**config.mk**
```make
export PLATFORM = sky130hd
export DESIGN_NAME = rtcac_top
export DESIGN_NICKNAME = d
export VERILOG_FILES = /design/src/rtl/rtcac_pkg.sv /design/src/rtl/rtcac_top.sv
export VERILOG_INCLUDE_DIRS = /design/src /design/src/rtl
export SDC_FILE = /design/constraint.sdc
export NUM_CORES = 1
export LEC_CHECK = 0
export ABC_AREA = 0
export BUFFER_PORTS_ARGS = -buffer_cell sky130_fd_sc_hd__buf_2
export CAP_MARGIN = 20
export CORE_UTILIZATION = 43
export CTS_CLUSTER_SIZE = 20
export DETAILED_ROUTE_END_ITERATION = 10
export MAX_ROUTING_LAYER = met4
export PLACE_DENSITY = 0.72
export SLEW_MARGIN = 10
export SYNTH_ARGS = -nofsm -noshare
export SYNTH_HDL_FRONTEND = slang
export SYNTH_SLANG_ARGS = --single-unit
```
**constraint.sdc**
```tcl
create_clock -name SYS_CLK -period 1.6 [get_ports SYS_CLK]
set_clock_uncertainty 0.1 [all_clocks]
set_input_delay 0.16 -clock SYS_CLK [delete_from_list [all_inputs] [get_ports SYS_CLK]]
set_output_delay 0.16 -clock SYS_CLK [all_outputs]
set_load 0.02 [all_outputs]
```
**src/rtl/rtcac_defs.svh**
```systemverilog
`ifndef RTCAC_DEFS_SVH
`define RTCAC_DEFS_SVH

// Register offsets on the control interface
`define RTCAC_OFS_ALM_HOURS_DAY   8'h15
`define RTCAC_OFS_ALM_DATE_MONTH  8'h16
`define RTCAC_OFS_TIME_CTRL       8'h17

// Alarm hours/day field positions
`define RTCAC_WDAY_MSB            11
`define RTCAC_WDAY_LSB            8
`define RTCAC_APM_BIT             5
`define RTCAC_AHR_MSB             4
`define RTCAC_AHR_LSB             0

// Alarm date/month field positions
`define RTCAC_AMTH_MSB            12
`define RTCAC_AMTH_LSB            8
`define RTCAC_ADATE_MSB           5
`define RTCAC_ADATE_LSB           0

// Time control bit positions
`define RTCAC_BIT_BCD             15
`define RTCAC_BIT_12HR            14
`define RTCAC_BIT_CNT_STOP        11
`define RTCAC_BIT_CNT_STS         10
`define RTCAC_BIT_ALM_STOP        9
`define RTCAC_BIT_ALM_STS         8

// Reset values
`define RTCAC_RST_WDAY            4'h0
`define RTCAC_RST_APM             1'b0
`define RTCAC_RST_AHR             5'h00
`define RTCAC_RST_AMTH            5'h00
`define RTCAC_RST_ADATE           6'h00
`define RTCAC_RST_BCD             1'b0
`define RTCAC_RST_12HR            1'b0
`define RTCAC_RST_CNT_STOP        1'b0
`define RTCAC_RST_CNT_STS         1'b0
`define RTCAC_RST_ALM_STOP        1'b1

// Don't-care codes (all ones per field width)
`define RTCAC_IGN_7               7'h7f
`define RTCAC_IGN_6               6'h3f
`define RTCAC_IGN_5               5'h1f
`define RTCAC_IGN_4               4'hf

`endif

```
**src/rtl/rtcac_pkg.sv**
```systemverilog
package rtcac_pkg;

    // Current time as presented by the time counters
    typedef struct packed {
        logic [6:0] second;
        logic [6:0] minute;
        logic       pm;
        logic [4:0] hour;
        logic [2:0] weekday;
        logic [5:0] date;
        logic [4:0] month;
    } rtcac_time_s;

    // Actual alarm circuitry state
    typedef enum logic [1:0] {
        RTCAC_ALM_RUN  = 2'b01,
        RTCAC_ALM_STOP = 2'b10
    } rtcac_alm_e;

    // Whole state of the block
    typedef struct packed {
        logic [3:0]  weekday;
        logic        pm;
        logic [4:0]  hour;
        logic [4:0]  month;
        logic [5:0]  date;
        logic        bcd;
        logic        twelve;
        logic        cnt_stop_req;
        logic        cnt_stopped;
        logic        alm_stop_req;
        rtcac_alm_e  alm;
        logic        match_prev;
        logic        alarm_evt;
        logic [15:0] rdata;
    } rtcac_state_s;

endpackage : rtcac_pkg

```
**src/rtl/rtcac_top.sv**
```systemverilog
`timescale 1ns/1ps
`include "rtcac_defs.svh"

// What this block does
// - Weekday alarm is four bits, 1..7 with Sunday one; all ones ignores it.
// - Alarm PM flag bit 5 joins the hour compare only in twelve-hour mode.
// - Hour alarm is five bits, 0..23 or 1..12; all ones ignores it.
// - Month alarm is five bits, 1..12; all ones makes month don't-care.
// - Date alarm is six bits, 1..31; all ones ignores the date.
// - Control bit 15 selects coding of all time registers: binary or BCD.
// - Control bit 14 selects twelve-hour mode when 1, else twenty-four-hour.
// - Control bit 11 requests the seconds counter to halt; zero resumes.
// - Status bit 10 shows the actual seconds counter state, 1 when stopped.
// - Control bit 9, reset 1, requests alarms stopped; zero restores them.
// - Status bit 8, reset 1, shows the actual alarm circuitry state.
// - Minute and second alarms take 0..59; all ones ignores each field.
// - Current hour PM flag at bit 5 matters only in twelve-hour mode.
module rtcac_top
    import rtcac_pkg::*;
(
    input  wire logic        SYS_CLK,
    input  wire logic        NRST,
    input  wire logic [7:0]  REG_ADDR,
    input  wire logic [15:0] REG_WDATA,
    input  wire logic        REG_WR,
    output logic      [15:0] REG_RDATA,
    input  wire logic        SEC_TICK,
    input  rtcac_time_s      CUR_TIME,
    input  wire logic [6:0]  ALARM_SECOND_VALUE,
    input  wire logic [6:0]  ALARM_MINUTE_VALUE,
    output logic             SEC_CNT_HALT,
    output logic             BCD_MODE,
    output logic             TWELVE_HOUR_SELECT,
    output logic             ALARM_EVT
);

    rtcac_state_s s_q;
    rtcac_state_s s_d;

    logic sec_ok;
    logic min_ok;
    logic hour_ok;
    logic wday_ok;
    logic date_ok;
    logic month_ok;
    logic all_match;
    logic running;
    logic wr_hd;
    logic wr_dm;
    logic wr_tc;

    // Address decode for the three registers of this block
    assign wr_hd = REG_WR && (REG_ADDR == `RTCAC_OFS_ALM_HOURS_DAY);
    assign wr_dm = REG_WR && (REG_ADDR == `RTCAC_OFS_ALM_DATE_MONTH);
    assign wr_tc = REG_WR && (REG_ADDR == `RTCAC_OFS_TIME_CTRL);

    // Per-field compare; all ones turns the field into a don't-care.
    // Raw codes are compared, so alarm and counters share one coding.
    assign sec_ok   = (ALARM_SECOND_VALUE == `RTCAC_IGN_7) ||
                      (ALARM_SECOND_VALUE == CUR_TIME.second);
    assign min_ok   = (ALARM_MINUTE_VALUE == `RTCAC_IGN_7) ||
                      (ALARM_MINUTE_VALUE == CUR_TIME.minute);
    assign wday_ok  = (s_q.weekday == `RTCAC_IGN_4) ||
                      (s_q.weekday == {1'b0, CUR_TIME.weekday});
    assign date_ok  = (s_q.date == `RTCAC_IGN_6) || (s_q.date == CUR_TIME.date);
    assign month_ok = (s_q.month == `RTCAC_IGN_5) || (s_q.month == CUR_TIME.month);

    // PM flags count only in twelve-hour mode; in 24h mode they are ignored
    // so a stale flag left by software cannot block the alarm.
    assign hour_ok  = (s_q.hour == `RTCAC_IGN_5) ||
                      ((s_q.hour == CUR_TIME.hour) &&
                       (!s_q.twelve || (s_q.pm == CUR_TIME.pm)));

    assign all_match = sec_ok && min_ok && hour_ok && wday_ok && date_ok && month_ok;
    assign running   = (s_q.alm == RTCAC_ALM_RUN);

    // Next-state logic for the whole block
    always_comb begin
        s_d = s_q;

        // Alarm hours/day register; software is expected to stop alarms first
        if (wr_hd) begin
            s_d.weekday = REG_WDATA[`RTCAC_WDAY_MSB:`RTCAC_WDAY_LSB];
            s_d.pm      = REG_WDATA[`RTCAC_APM_BIT];
            s_d.hour    = REG_WDATA[`RTCAC_AHR_MSB:`RTCAC_AHR_LSB];
        end

        // Alarm date/month register
        if (wr_dm) begin
            s_d.month = REG_WDATA[`RTCAC_AMTH_MSB:`RTCAC_AMTH_LSB];
            s_d.date  = REG_WDATA[`RTCAC_ADATE_MSB:`RTCAC_ADATE_LSB];
        end

        // Time control; status bits are read only and ignore writes
        if (wr_tc) begin
            s_d.bcd          = REG_WDATA[`RTCAC_BIT_BCD];
            s_d.twelve       = REG_WDATA[`RTCAC_BIT_12HR];
            s_d.cnt_stop_req = REG_WDATA[`RTCAC_BIT_CNT_STOP];
            s_d.alm_stop_req = REG_WDATA[`RTCAC_BIT_ALM_STOP];
        end

        // Requests take effect only at a seconds boundary, so the status
        // bits lag the request bits until the next tick.
        if (SEC_TICK) begin
            s_d.cnt_stopped = s_q.cnt_stop_req;
            unique case (s_q.alm)
                RTCAC_ALM_RUN: begin
                    if (s_q.alm_stop_req) begin
                        s_d.alm = RTCAC_ALM_STOP;
                    end
                end
                RTCAC_ALM_STOP: begin
                    if (!s_q.alm_stop_req) begin
                        s_d.alm = RTCAC_ALM_RUN;
                    end
                end
                default: begin
                    s_d.alm = RTCAC_ALM_STOP;
                end
            endcase
        end

        // One pulse per matching period, only while alarms really run
        s_d.match_prev = all_match && running;
        s_d.alarm_evt  = all_match && running && !s_q.match_prev;

        // Registered read data, valid the cycle after the address
        unique case (REG_ADDR)
            `RTCAC_OFS_ALM_HOURS_DAY: begin
                s_d.rdata = {4'h0, s_q.weekday, 2'h0, s_q.pm, s_q.hour};
            end
            `RTCAC_OFS_ALM_DATE_MONTH: begin
                s_d.rdata = {3'h0, s_q.month, 2'h0, s_q.date};
            end
            `RTCAC_OFS_TIME_CTRL: begin
                s_d.rdata = {s_q.bcd, s_q.twelve, 2'h0, s_q.cnt_stop_req,
                             s_q.cnt_stopped, s_q.alm_stop_req,
                             (s_q.alm == RTCAC_ALM_STOP), 8'h00};
            end
            default: begin
                s_d.rdata = 16'h0000;
            end
        endcase
    end

    // State register with synchronous reset
    always_ff @(posedge SYS_CLK) begin
        if (!NRST) begin
            s_q.weekday      <= `RTCAC_RST_WDAY;
            s_q.pm           <= `RTCAC_RST_APM;
            s_q.hour         <= `RTCAC_RST_AHR;
            s_q.month        <= `RTCAC_RST_AMTH;
            s_q.date         <= `RTCAC_RST_ADATE;
            s_q.bcd          <= `RTCAC_RST_BCD;
            s_q.twelve       <= `RTCAC_RST_12HR;
            s_q.cnt_stop_req <= `RTCAC_RST_CNT_STOP;
            s_q.cnt_stopped  <= `RTCAC_RST_CNT_STS;
            s_q.alm_stop_req <= `RTCAC_RST_ALM_STOP;
            s_q.alm          <= RTCAC_ALM_STOP;
            s_q.match_prev   <= 1'b0;
            s_q.alarm_evt    <= 1'b0;
            s_q.rdata        <= 16'h0000;
        end else begin
            s_q <= s_d;
        end
    end

    // Outputs straight from flip-flops
    assign REG_RDATA          = s_q.rdata;
    assign ALARM_EVT          = s_q.alarm_evt;
    assign SEC_CNT_HALT       = s_q.cnt_stop_req;
    assign BCD_MODE           = s_q.bcd;
    assign TWELVE_HOUR_SELECT = s_q.twelve;
endmodule : rtcac_top

```
== Word level (Yosys, flattened, before mapping) ==
Index checks and enable logic that the tools add are counted.
Widths: inputs -> output; s select.

* Input bits: 76
* Output and inout bits: 20
* Bits in registers: 46

* Multiplexer cells: 4
* Eq/ne operators: 20
* Reductions and logical operators: 21

{| class="wikitable"
|+ Operators by type and width
! kind !! count
|-
| $pmux 16 s3 || 1
|-
| $eq 8x5->1 const B || 3
|-
| $eq 7x7->1 || 2
|-
| $eq 7x7->1 const B || 2
|-
| $logic_and 1x1->1 || 11
|-
| $eq 5x5->1 || 2
|-
| $eq 5x5->1 const B || 2
|-
| $logic_or 1x1->1 || 7
|-
| $eq 6x6->1 || 1
|-
| $eq 6x6->1 const B || 1
|-
| $eq 4x3->1 || 1
|-
| $eq 4x4->1 const B || 1
|-
| $mux 2 || 2
|-
| $ne 2x2->1 const B || 2
|-
| $pmux 2 s2 || 1
|-
| $reduce_and 3->1 || 1
|-
| $eq 2x1->1 const B || 1
|-
| $eq 2x2->1 const B || 1
|-
| $logic_not 1->1 || 2
|-
| $eq 1x1->1 || 1
|}

== Logic depth before layout (Yosys ltp) ==
* Depth in word-level cells: 10
* Depth in mapped cells: 6

== Least setup slack after synthesis ==
No wires, ideal clock.

* Path type: reg-to-reg
* Start point: register s_q[29] in the netlist's numbering
* End point: register s_q (netlist bit ALARM_EVT)
* Setup time: 0.060 ns
* Data required time: 1.440 ns
* Path slack: 0.047 ns
* Buffers on the path: 0
* Arrival: 1.393 ns
* Stages on the path, launching flop included: 6
* Cells stage by stage: dfxtp_1 xor2_1 nor4_2 nand3_1 a2111oi_1 and3b_1

* Cells in the longest elaborated chain, start to end: 6

{| class="wikitable"
|+ RTL lines
! element !! RTL line !! source
|-
| start: declaration || rtcac_top.sv:37 || <nowiki>rtcac_state_s s_q;</nowiki>
|-
| $eq 6x6->1, on equally long branches || -- ||
|-
| $logic_or 1x1->1 * || rtcac_top.sv:65 || <nowiki>assign date_ok = (s_q.date == `RTCAC_IGN_6) || (s_q.date == CUR_TIME.date);</nowiki>
|-
| $logic_and 1x1->1 * (2 in a row) || rtcac_top.sv:74 || <nowiki>assign all_match = sec_ok && min_ok && hour_ok && wday_ok && date_ok && month_ok;</nowiki>
|-
| $logic_and 1x1->1 * (2 in a row) || rtcac_top.sv:125 || <nowiki>s_d.alarm_evt = all_match && running && !s_q.match_prev;</nowiki>
|}

Every way passes the cells marked *; elsewhere a longest branch is shown, timed or not.
A chain may end at the register's enable or synchronous reset.

== Worst setup path after layout ==
* Start point: register s_q[26] in the netlist's numbering
* End point: register s_q (netlist bit ALARM_EVT)

Same word-level chain as after synthesis.

==> out/results.ini <==
[detailed_routing]
wl_met3_um=264
wl_met2_um=2470
routed_via_density=4.81
first_pass_iters=4
drt-total-wl_um=5140
vias=1911
met1_length_um=2340
ant_nets=0
first_iter_violations=81
highest_layer=met4
avgRoutedWirePerCell_um=12.9
route.detailed.drc=0

[layout]
regArea_sq_um=862
nFillCells=458
design_area_sq_mm=0.00287
area_growth_pct=28.0
final_cells=397
multi_input_area_sq_mm=0.00123
fin_nets=405
diodes=0
drive_above_1_share_pct=36.7

[die]
io_pins=96
floorplan.initialDensity_pct=45.9
core-area_sq_mm=0.00488
fp.dieArea_sq_mm=0.00551
fp.dieW_um=74.2
rows=25
dieHeight_um=74.2

[yosys]
yosys.area_share.simple_pct=21.5
yosysWarnings=0
synth-xor-area-share_pct=12.1
synthMuxAreaShare_pct=12.1
synth_top_area_cell=dfxtp_1
yosysMostFrequentCell=dfxtp_1
synthCells=238
async_flop_share_pct=0
ys_seq_area_share_pct=38.4
synth_top_area_share_pct=38.4
yosys-top-cells-area=dfxtp_1, mux2i_1, nor2b_1, xor2_1, buf_4
synthTopCellsByCount=dfxtp_1, nor2b_1, mux2i_1
ys.flop_type=dfxtp_1
synth_compound_area_share_pct=8.04
synth_area_sq_mm=0.00224
synth_top_family_by_area=simple AND/OR/NAND/NOR gates
synth-seq-cells=43
synthAdderAreaFrac_pct=0
syn_area_per_cell_sq_um=9.42
ys_types=37
synth_edf_count=0

[outcome]
status=complete, but fails checks
violations=setup timing

[worst_setup_path]
worst-path-buf-inv=0
critPathMaxStageDelay_ps=330
path_cells=xor2_1, nor4_2, nand3_1, a2111oi_4, and3b_1
endpoint=ALARM_EVT
critPathKind=register to register
crit_cells=5
critPathCaptureType=register
r2r_end=ALARM_EVT
cp.required_ps=1750
r2r_start=s_q[26]
worstPathArrival_ps=1760
cp_slowest_cell=dfxtp_2
startpoint=s_q[26]
crit_path_start_kind=register
worst-r2r-setup-slack_ps=-10
crit_fanout=2
rr_worst_depth=5
critical-path-top-delay-family=simple AND/OR/NAND/NOR gates

[timing]
slew_viol_final=0
rsz0062_at_grt=yes
fmax_mhz=620
period_share_pct=101
fin_ws_ps=-13.0
setup_violations=1
hold_violations=0
finalCriticalPeriod_ps=1610

[clock_tree]
numCtsBuffers=5
cts_setup_buffers=0
clkLatencyLatePin_ps=300
cts_tree=built
path_clk_slew_ps=80
htreeDepth=2
ctsRootBufferMaster=clkbuf_8
clock_path_buffers=2
cts.sinks=43

[job]
cap_violations=0

[placed_design]
gp_congestion=0.826
place_area_sq_mm=0.00277
dp_hpwl_um=4100
port_buffers=89
place_inst=389

[global_routing]
antenna_found_initial=0
grt_pass1_wl_um=8140
grt_usage_pct=20.3
grt_max_degree=30
grt_pass1_vias=1774
grt-ovfl-total=0

[pwr]
powerDensity_mw_per_mm2=685
ir_drop_v=0.000415
leakage_nw=1.38

[hold_path]
min_path_type=input port to register

==> metal layers <==
layer,GRT usage (%),up-vias
met3,3.79,7
met1,25.6,868
met4,8.81,0
met2,31.5,54
li1,-,982
met5,-,-
==> cells in the final DEF, fill, tap and decap left out, drive strengths merged <==
master,n
nor2,14
nor4bb,1
nand4,3
and3b,1
conb,3
nand2,8
nand2b,1
and3,2
a22oi,11
a21oi,2
clkbuf,6
nor3,4
a2111oi,1
o41ai,1
inv,5
and2,1
nand3b,1
mux2i,26
a222oi,1
nand3,9
and4b,1
xnor2,13
xor2,18
a41oi,2
buf,106
clkinvlp,1
nor4b,1
nor2b,31
o2111ai,1
nand4b,1
dfxtp,43
clkinv,1
mux2,1
and4,1
nor4,3
o21ai,5
==> metrics by stage <==
stage / total power (W) / utilization (%) / TNS [ps] / hold WS (ps) / setup WS [ps]
2_1_floorplan: 0.00120 / - / 0 / 185 / 46.6
3_3_place_gp: 0.00132 / 56.7 / -199 / 312 / -108
3_5_place_dp: 0.00132 / 56.7 / -234 / 323 / -118
4_1_cts: 0.00197 / 58.6 / -48.5 / 21.6 / -33.1
5_1_grt: 0.00205 / 58.8 / -155 / 24.5 / -96.3
6_report: 0.00196 / 58.8 / -13.0 / 26.0 / -13.0
==> how the worst min path moves through the flow <==
stage               slack, ps  depth (start not counted)       end     startpoint
floorplan                 190                          2   s_q[20]   REG_WDATA[9]
global placement          310                          3  BCD_MODE  REG_WDATA[15]
detailed placement        320                          3  BCD_MODE  REG_WDATA[15]
CTS                        20                          3  BCD_MODE  REG_WDATA[15]
global route               20                          3   s_q[40]   REG_WDATA[4]
finish                     30                          3  BCD_MODE  REG_WDATA[15]
==> registers in the layout, summed over array words and instances (netlist names) <==
| register | flops |
|---|---|
| s_q | 26 |
| ALARM_EVT | 1 |
| SEC_CNT_HALT | 1 |
| TWELVE_HOUR_SELECT | 1 |
| BCD_MODE | 1 |
| REG_RDATA | 13 |
==> worst reg2reg max path, delay by kind of cell (launching register included) <==
kind / cells / cell delay (ps)
XOR/XNOR: 1 / 150
AO/OA/AOI/OAI: 1 / 330
AND/OR/NAND/NOR: 3 / 650
flip-flops: 1 / 330
==> cell families after synthesis <==
family                    after synthesis
DFF                                    43
AOI/OAI and AO/OA                      24
xor gates and xnor gates               31
and+or+nand+nor                        83
muxes                                  27
buffers and inverters                  29
other                                   1
==> where the power goes <==
| group | switching, W | total (W) | internal, W |
|---|---|---|---|
| combinational | 0.000104 | 0.000227 | 0.000122 |
| clock | 0.000363 | 0.000668 | 0.000305 |
| sequential | 0.000000841 | 0.00107 | 0.00107 |
| total | 0.000468 | 0.00196 | 0.00150 |
==> cell type report <==
cell class                      count  share of cell area (%)
Clock buffer                        6                    2.53
Clock inverter                      2                   0.436
Inverter                            5                   0.654
Multi-Input combinational cell    168                    43.0
Sequential cell                    43                    30.0
Tap cell                           67                    2.92
Timing Repair Buffer              106                    20.4
==> timing repair <==
action	CTS	global route
gates resized for setup	2	1
pin swaps	6	4
hold endpoints to repair	0	0
setup endpoints to repair	2	2
hold buffers	0	0
Note: power is estimated with default switching activity, not from simulation.
